==> config.mk <==
export PLATFORM = sky130hd
export DESIGN_NAME = bit_branch_xor_execute
export DESIGN_NICKNAME = d
export VERILOG_FILES = /design/src/bit_branch_xor_pkg.sv /design/src/bit_branch_xor_execute.sv
export SDC_FILE = /design/constraint.sdc
export NUM_CORES = 1
export LEC_CHECK = 0
export ABC_AREA = 1
export BUFFER_PORTS_ARGS = -buffer_cell sky130_fd_sc_hd__clkbuf_2
export CORE_MARGIN = 4
export CORE_UTILIZATION = 52
export DETAILED_ROUTE_END_ITERATION = 10
export PLACE_DENSITY = 0.87
export SYNTH_ARGS = -nofsm -noshare
export SYNTH_HDL_FRONTEND = slang
export SYNTH_SLANG_ARGS = --single-unit
==> constraint.sdc <==
create_clock -name clk_in -period 3.2 [get_ports clk_in]
set_clock_uncertainty 0.1 [all_clocks]
set_input_delay 0 -clock clk_in [delete_from_list [all_inputs] [get_ports clk_in]]
set_output_delay 0 -clock clk_in [all_outputs]
set_load 0.005 [all_outputs]
==> src/bit_branch_xor_pkg.sv <==
`timescale 1ns/100ps

// ****************************************
// Shared types and constants
// ****************************************
package bit_branch_xor_pkg;
	typedef enum logic [3:0] {
		op_none,
		bit_clear_op,
		bit_set_op,
		skip_if_bit_clear_op,
		skip_if_bit_set_op,
		relative_branch_op,
		branch_by_accumulator_op,
		direction_load_op,
		literal_xor_op,
		register_xor_op
	} exec_op_t;

	localparam int DATA_W = 8;
	localparam int ADDR_W = 7;
	localparam int BIT_W = 3;
	localparam int LIT_W = 9;

	// One decoded instruction from the fetch stage
	typedef struct packed {
		logic valid;
		exec_op_t op;
		logic [ADDR_W-1:0] file_addr;
		logic [BIT_W-1:0] bit_sel;
		logic dest_file;
		logic [LIT_W-1:0] literal;
	} exec_req_t;

	// Write port toward the file registers
	typedef struct packed {
		logic we;
		logic [ADDR_W-1:0] addr;
		logic [DATA_W-1:0] data;
	} file_wr_t;

	localparam logic [ADDR_W-1:0] DIR_SEL_A = 7'h05;
	localparam logic [ADDR_W-1:0] DIR_SEL_B = 7'h06;
	localparam logic [ADDR_W-1:0] DIR_SEL_C = 7'h07;
	localparam logic DEST_ACC = 1'b0;
	localparam logic DEST_FILE = 1'b1;
	localparam logic [DATA_W-1:0] ACC_RESET = 8'h00;
	localparam logic [DATA_W-1:0] DIR_RESET = 8'hff;
	localparam logic ZERO_RESET = 1'b0;
	localparam logic [DATA_W-1:0] ALL_ZERO = 8'h00;
endpackage : bit_branch_xor_pkg

// ****************************************
// Result unit: bit masks, bit test and xor
// ****************************************
module bit_xor_unit (
	input wire bit_branch_xor_pkg::exec_op_t op_in,
	input wire logic [7:0] acc_in,
	input wire logic [7:0] file_in,
	input wire logic [2:0] bit_sel_in,
	input wire logic [7:0] literal_in,
	output logic [7:0] result_out,
	output logic zero_out,
	output logic bit_out
);
	// One-hot mask of the selected bit
	function automatic logic [7:0] bit_mask(input logic [2:0] sel);
		bit_mask = 8'h01 << sel;
	endfunction : bit_mask

	// Result per operation
	always_comb begin
		unique case (op_in)
			bit_branch_xor_pkg::bit_clear_op: result_out = file_in & ~bit_mask(bit_sel_in);
			bit_branch_xor_pkg::bit_set_op: result_out = file_in | bit_mask(bit_sel_in);
			bit_branch_xor_pkg::literal_xor_op: result_out = acc_in ^ literal_in;
			bit_branch_xor_pkg::register_xor_op: result_out = acc_in ^ file_in;
			default: result_out = file_in;
		endcase
	end

	assign zero_out = (result_out == bit_branch_xor_pkg::ALL_ZERO);
	assign bit_out = |(file_in & bit_mask(bit_sel_in));
endmodule : bit_xor_unit

==> src/bit_branch_xor_execute.sv <==
`timescale 1ns/100ps

// ****************************************
// Execute stage for bit, branch, direction and xor ops
// ****************************************
module bit_branch_xor_execute #(
	parameter int PC_W = 15
) (
	input wire logic clk_in,
	input wire logic rst_n_in,
	input wire bit_branch_xor_pkg::exec_req_t req_in,
	input wire logic [PC_W-1:0] pc_in,
	input wire logic [7:0] file_rd_data_in,
	output bit_branch_xor_pkg::file_wr_t file_wr_out,
	output logic [7:0] acc_out,
	output logic zero_flag_out,
	output logic zero_update_out,
	output logic pc_load_out,
	output logic [PC_W-1:0] pc_target_out,
	output logic flush_out,
	output logic busy_out,
	output logic [7:0] port_a_direction_out,
	output logic [7:0] port_b_direction_out,
	output logic [7:0] port_c_direction_out
);
	// ****************************************
	// Elaboration check
	// ****************************************
	if (PC_W < bit_branch_xor_pkg::LIT_W) begin : g_bad_pc
		$error("PC_W must be at least the branch literal width");
	end

	typedef struct packed {
		bit_branch_xor_pkg::file_wr_t wr;
		logic [7:0] acc;
		logic zero;
		logic zero_upd;
		logic pc_load;
		logic [PC_W-1:0] pc_target;
		logic flush;
		logic busy;
		logic [7:0] dir_a;
		logic [7:0] dir_b;
		logic [7:0] dir_c;
	} state_t;

	state_t q, d;
	logic [7:0] result;
	logic result_zero;
	logic tested_bit;
	logic take;

	// ****************************************
	// Result unit
	// ****************************************
	bit_xor_unit u_unit (
		.op_in(req_in.op),
		.acc_in(q.acc),
		.file_in(file_rd_data_in),
		.bit_sel_in(req_in.bit_sel),
		.literal_in(req_in.literal[7:0]),
		.result_out(result),
		.zero_out(result_zero),
		.bit_out(tested_bit)
	);

	// Requests are taken only outside the discarded second cycle
	assign take = req_in.valid && !q.busy;

	// Next state
	always_comb begin
		d = q;
		d.wr.we = 1'b0;
		d.zero_upd = 1'b0;
		d.pc_load = 1'b0;
		d.flush = 1'b0;
		d.busy = 1'b0;
		if (take) begin
			unique case (req_in.op)
				bit_branch_xor_pkg::op_none: begin
				end
				bit_branch_xor_pkg::bit_clear_op, bit_branch_xor_pkg::bit_set_op: begin
					d.wr.we = 1'b1;
					d.wr.addr = req_in.file_addr;
					d.wr.data = result;
				end
				bit_branch_xor_pkg::skip_if_bit_clear_op: begin
					d.flush = !tested_bit;
					d.busy = !tested_bit;
				end
				bit_branch_xor_pkg::skip_if_bit_set_op: begin
					d.flush = tested_bit;
					d.busy = tested_bit;
				end
				bit_branch_xor_pkg::relative_branch_op: begin
					d.pc_load = 1'b1;
					d.pc_target = pc_in + PC_W'(1) + {{(PC_W-bit_branch_xor_pkg::LIT_W){req_in.literal[8]}}, req_in.literal};
					d.flush = 1'b1;
					d.busy = 1'b1;
				end
				bit_branch_xor_pkg::branch_by_accumulator_op: begin
					d.pc_load = 1'b1;
					d.pc_target = pc_in + PC_W'(1) + PC_W'(q.acc);
					d.flush = 1'b1;
					d.busy = 1'b1;
				end
				bit_branch_xor_pkg::direction_load_op: begin
					if (req_in.file_addr == bit_branch_xor_pkg::DIR_SEL_A) begin
						d.dir_a = q.acc;
					end
					if (req_in.file_addr == bit_branch_xor_pkg::DIR_SEL_B) begin
						d.dir_b = q.acc;
					end
					if (req_in.file_addr == bit_branch_xor_pkg::DIR_SEL_C) begin
						d.dir_c = q.acc;
					end
				end
				bit_branch_xor_pkg::literal_xor_op: begin
					d.acc = result;
					d.zero = result_zero;
					d.zero_upd = 1'b1;
				end
				bit_branch_xor_pkg::register_xor_op: begin
					if (req_in.dest_file == bit_branch_xor_pkg::DEST_FILE) begin
						d.wr.we = 1'b1;
						d.wr.addr = req_in.file_addr;
						d.wr.data = result;
					end else begin
						d.acc = result;
					end
					d.zero = result_zero;
					d.zero_upd = 1'b1;
				end
				default: begin
				end
			endcase
		end
	end

	// State register
	always_ff @(posedge clk_in or negedge rst_n_in) begin
		if (!rst_n_in) begin
			q <= '0;
			q.acc <= bit_branch_xor_pkg::ACC_RESET;
			q.zero <= bit_branch_xor_pkg::ZERO_RESET;
			q.dir_a <= bit_branch_xor_pkg::DIR_RESET;
			q.dir_b <= bit_branch_xor_pkg::DIR_RESET;
			q.dir_c <= bit_branch_xor_pkg::DIR_RESET;
		end else begin
			q <= d;
		end
	end

	// Outputs straight from the state register
	assign file_wr_out = q.wr;
	assign acc_out = q.acc;
	assign zero_flag_out = q.zero;
	assign zero_update_out = q.zero_upd;
	assign pc_load_out = q.pc_load;
	assign pc_target_out = q.pc_target;
	assign flush_out = q.flush;
	assign busy_out = q.busy;
	assign port_a_direction_out = q.dir_a;
	assign port_b_direction_out = q.dir_b;
	assign port_c_direction_out = q.dir_c;
endmodule : bit_branch_xor_execute

**Yosys cells after proc, flatten, opt, wreduce, memory -nomap -nowiden**

Cells that the tools add are included.

- Output and inout port bits: 68
- Bits of input ports: 50
- Bits in registers: 68

- Reduce and logical (&&, ||, !) cells: 17
- Bitwise gates (word level): 6
- Shift operators: 1
- $add $sub $neg: 3
- Eq/ne operators: 14
- Muxes and demuxes: 12

Operators with widths:

| kind | count |
|---|---|
| $mux 68 | 1 |
| $pmux 16 s2 | 2 |
| $mux 8 | 4 |
| $pmux 8 s4 | 1 |
| $mux 24 | 1 |
| $eq 7x3->1 const B | 3 |
| $pmux 10 s2 | 1 |
| $and 8x8->8 | 2 |
| $eq 4x3->1 const B | 4 |
| $mux 16 | 1 |
| $xor 8x8->8 | 2 |
| $add 15x1->15 const B | 1 |
| $add 15x15->15 | 1 |
| $add 15x8->15 | 1 |
| $reduce_and 3->1 | 5 |
| $eq 4x2->1 const B | 2 |
| $eq 4x4->1 const B | 2 |
| $logic_not 8->1 | 1 |
| $not 8->8 | 1 |
| $or 8x8->8 | 1 |
| $reduce_or 8->1 | 1 |
| $shl 1x3->8 const A | 1 |
| $pmux 2 s3 | 1 |
| $reduce_bool 2->1 | 3 |
| 6 further kinds | 10 |

**Longest topological paths before layout**

- Depth in word-level cells: 7
- Gate-level depth with buffers: 21
- Gate-level depth less buffers: 21

**By module**

From an unflattened synthesis, not the netlist that was laid out.

- Cell total of the unflattened synthesis: 648
- Area, all modules: 4675.7 µm²

By module, submodules not included:

| module | instances | area each (µm²) | cells an instance |
|---|---|---|---|
| bit_branch_xor_execute | 1 | 3848.7 | 475 |
| bit_xor_unit | 1 | 827.0 | 173 |

**Worst setup path after synthesis**

No wires, ideal clock.

- Kind: input-to-reg
- Start: input port req_in[21] in the netlist's numbering
- End: register q, in the netlist pc_target_out[10]
- Stages on the path: 17
- Library setup time: 0.123 ns
- Path slack: 0.880 ns
- Required time: 2.977 ns
- Buffers on the path: 1
- Data arrival time: 2.097 ns
- Path through: inv_1 nor2_1 nand2_2 clkbuf_1 o21ai_0 ha_1 inv_1 fa_1 nand3b_1 nand2_1 nand2_1 nand2_1 nand2_1 o21ai_0 a21oi_1 o21ai_0 nand2_1

- Word-level cells in the longest chain between the ends: 3
- Elaborated cells on any way between the ends: 5

Ends and longest elaborated chain:

| item | line | text |
|---|---|---|
| start: declaration | bit_branch_xor_execute.sv:11 | `input wire bit_branch_xor_pkg::exec_req_t req_in,` |
| $eq 4x3->1 | bit_branch_xor_execute.sv:79 | `unique case (req_in.op)` |
| $reduce_bool 2->1 (no line) | - |  |
| $reduce_and 2->1 (no line) | - |  |
| end: declaration | bit_branch_xor_execute.sv:47 | `state_t q, d;` |

Several ways; a longest one is shown, not always the timed one.
A chain may end at the register's enable or synchronous reset.

**Worst setup path in the final report**

- Start: input port req_in[22] in the netlist's numbering
- End: register q, in the netlist acc_out[0]

- Word-level cells in the longest chain between the ends: 4
- Elaborated cells on any way between the ends: 10

Ends and longest elaborated chain:

| item | line | text |
|---|---|---|
| $eq 4x4->1 (tied with other cells) | bit_branch_xor_pkg.sv:73, bit_branch_xor_execute.sv:79 |  |
| $pmux 8 s4 | bit_branch_xor_pkg.sv:73 | `unique case (op_in)` |
| $mux 8 | bit_branch_xor_execute.sv:124 | `if (req_in.dest_file == bit_branch_xor_pkg::DEST_FILE) begin` |
| $pmux 10 s2 | bit_branch_xor_execute.sv:79 |  |

Several ways; a longest one is shown, not always the timed one. The select of a mux whose other input is x is not followed.

==> flow_summary.ini <==
[timing]
hold_slack_ns = 0.00841
period_needed_ns = 2.82
setup_viol = 0
rsz0062_at_grt = false
max-slew-margin-rel_pct = 53.4
finalSetupTns_ns = 0
hold_viol = 0
slew_viol_final = 0
worst_pin_slew_ns = 0.699
max_freq_mhz = 355
finalCritPeriodShare_pct = 88.1

[clocking]
cts_tree = done
cts_setup_buffers = 0
clk_path_buf_depth = 2
clk_pin_slew_ns = 0.07
cts_sinks = 67
clock_latency_ns = 0.35
cts_root_buffer = clkbuf_8
cts_buffers = 9
cts_max_level = 3

[synth]
syn_inst = 614
yosys-top-cells-area = dfrtp_1 24%, nand2_1 15%, dfstp_2 14%
ys_seq_area_share_pct = 38.3
synth.top_cell.area_share_pct = 24.1
yosysTopAreaCell = dfrtp_1
synth.distinct_cells = 39
avgSynthCellArea_sq_um = 7.26
synth_nets = 681
syn_area_sq_um = 4460
yosys_warnings = 0
ys_seq_elements = 67

[detailed_routing]
wire_per_inst_um = 15.4
wl_um = 13200
via_per_inst = 5.48
via_count = 4714
drtIter0Drc = 263
drc = 0
ant_nets = 0
drt-pass1-iter-count = 5

[grt]
grt_max_degree = 27
track_usage_pct = 26.8
overflow = 0
grt_pass1_wl_um = 21500
antenna_found_initial = 0
first_global_vias = 4520

[critical_path]
cp_data_arrival_time_ns = 3.01
endpoint_kind = flop
reg2reg_depth = 14
cp.required_ns = 3.38
r2r_end = pc_target_out[10]
worst_r2r_startpoint = acc_out[0]
r2r_slack_ns = 0.54
critical_path_class = input port to flop
cp-start-kind = input port
worst-path-max-fanout = 16

[final_layout]
area_growth_pct = 23.3
antennaDiodeCount = 0
finalInstanceArea_sq_um = 5500
multi_input_area_sq_um = 2370
drive_above_1_share_pct = 26.2
seqCellArea_sq_um = 1710
num-fill-cells = 739
final_util_pct = 66.5
final_nets = 818

[floorplan]
pin_count = 118
coreArea_sq_um = 8260
design.die.area_sq_um = 10100
die_h_um = 101
rows = 33
initial_core_util_pct = 54.0
fp.dieW_um = 101

[placement]
dp_hpwl_um = 10000
routabilityCongestion = 0.937
post_dp_cell_area_sq_um = 5110
portBuffers = 117

[hold_path]
whs_endpoint = acc_out[6]
min_path_type = input port to flop
min_path_cells = 5
hold_path.startpoint = file_rd_data_in[6]

[run]
max_cap_viol_count = 0

[pwr]
power_density_nw_per_um2 = 486
irDropWorstVdd_mv = 0.297
p_leak_nw = 2.94

[run_status]
outcome = complete, no violations
==> layer usage <==
metal | vias up | GRT usage (%) | part of all wire, % | wire, um
met4 | 0 | 9.84 | 2.8 | 368
met5 | - | 0 | 0 | 0
li1 | 2260 | - | - | -
met1 | 2178 | 36.0 | 43 | 5650
met3 | 40 | 4.15 | 8.1 | 1070
met2 | 236 | 43.6 | 46 | 6160
==> state kept, by name, summed over array words and instances, names as in the netlist <==
signal,flops
zero_flag_out,1
file_wr_out,16
pc_load_out,1
pc_target_out,15
port_a_direction_out,8
port_b_direction_out,8
busy_out,1
acc_out,8
port_c_direction_out,8
zero_update_out,1
==> timing repair <==
| action | 4_1_cts | 5_1_grt |
|---|---|---|
| setup endpoints to repair | 0 | 1 |
| hold buffers | 18 | 0 |
| hold endpoints to repair | 47 | 0 |
| resized for setup | 0 | 1 |
==> report_power, final <==
| part | switching (mW) | total (mW) | internal, mW |
|---|---|---|---|
| registers | 0.108 | 1.11 | 1.00 |
| logic | 0.508 | 0.839 | 0.331 |
| clock network | 0.345 | 0.720 | 0.375 |
==> placed cells by master (no fill, tap or decap), types with 16 or more instances in the layout <==
| master | n |
|---|---|
| o21ai_1 | 29 |
| a21oi_1 | 28 |
| clkbuf_2 | 117 |
| inv_1 | 70 |
| nor2_1 | 45 |
| dfstp_2 | 24 |
| nand2_1 | 179 |
| o21ai_0 | 34 |
| dfrtp_1 | 43 |
| nand3_1 | 55 |
| ha_1 | 16 |
| dlygate4sd3_1 | 18 |
==> Yosys cell counts, drive strengths merged <==
| cell type | instances |
|---|---|
| dfrtp | 43 |
| o211ai | 1 |
| fa | 1 |
| nand3 | 59 |
| nor3 | 2 |
| nand3b | 1 |
| a21oi | 31 |
| ha | 16 |
| o21ai | 65 |
| inv | 77 |
| xnor2 | 3 |
| a21o | 2 |
| nor2 | 53 |
| buf | 9 |
| clkbuf | 4 |
| xor2 | 14 |
| a31oi | 1 |
| o21bai | 1 |
| dfstp | 24 |
| or2 | 3 |
| nand4 | 7 |
| o22ai | 5 |
| nand2b | 1 |
| nand2 | 190 |
| nor4 | 1 |
==> worst max-delay path, stage by stage <==
cell and delay [ns]:
dlygate4sd3_1 0.53, clkbuf_2 0.15, nor2_4 0.25, nand2_2 0.12
dlygate4sd3_1 0.60, nor2_2 0.15, inv_2 0.08, a21oi_4 0.35
nand2_1 0.11, o21ai_1 0.09, dlygate4sd3_1 0.56
==> cell families after synthesis <==
kind of cell	synth area share (%)
and+or+nand+nor	31.9
DFF	38.3
xor gates and xnor gates	3.34
adders and majority gates	4.94
AOI/OAI and AO/OA	12.9
buffers and inverters	8.64
==> worst max path at each step <==
stage,endpoint,slack [ns],from,cells past startpoint
floorplan,pc_target_out[10],0.88,req_in[21],17
global placement,pc_target_out[10],0.58,req_in[21],17
detailed placement,pc_target_out[10],0.48,req_in[21],17
CTS,pc_target_out[10],0.36,req_in[22],18
global route,pc_target_out[10],0.05,req_in[22],18
finish,acc_out[0],0.38,req_in[22],11
==> final cells by class <==
| type | instances | area share, % |
|---|---|---|
| clock inverter | 2 | 0.319 |
| timing repair buffer | 139 | 14.5 |
| sequential | 67 | 31.1 |
| multi-input combinational | 457 | 43.1 |
| inverter | 77 | 5.26 |
| tap | 105 | 2.39 |
| clock buffer | 14 | 3.35 |
==> stage by stage <==
stage | power [mW] | setup WS (ns) | instances
after floorplan | 1.54 | 0.880 | 614
after global placement | 1.90 | 0.585 | 827
after detailed placement | 1.92 | 0.479 | 827
after CTS | 2.66 | 0.364 | 861
after global routing | 2.83 | 0.0480 | 861
final | 2.67 | 0.379 | 861
Note: power is estimated with default switching activity, not from simulation.
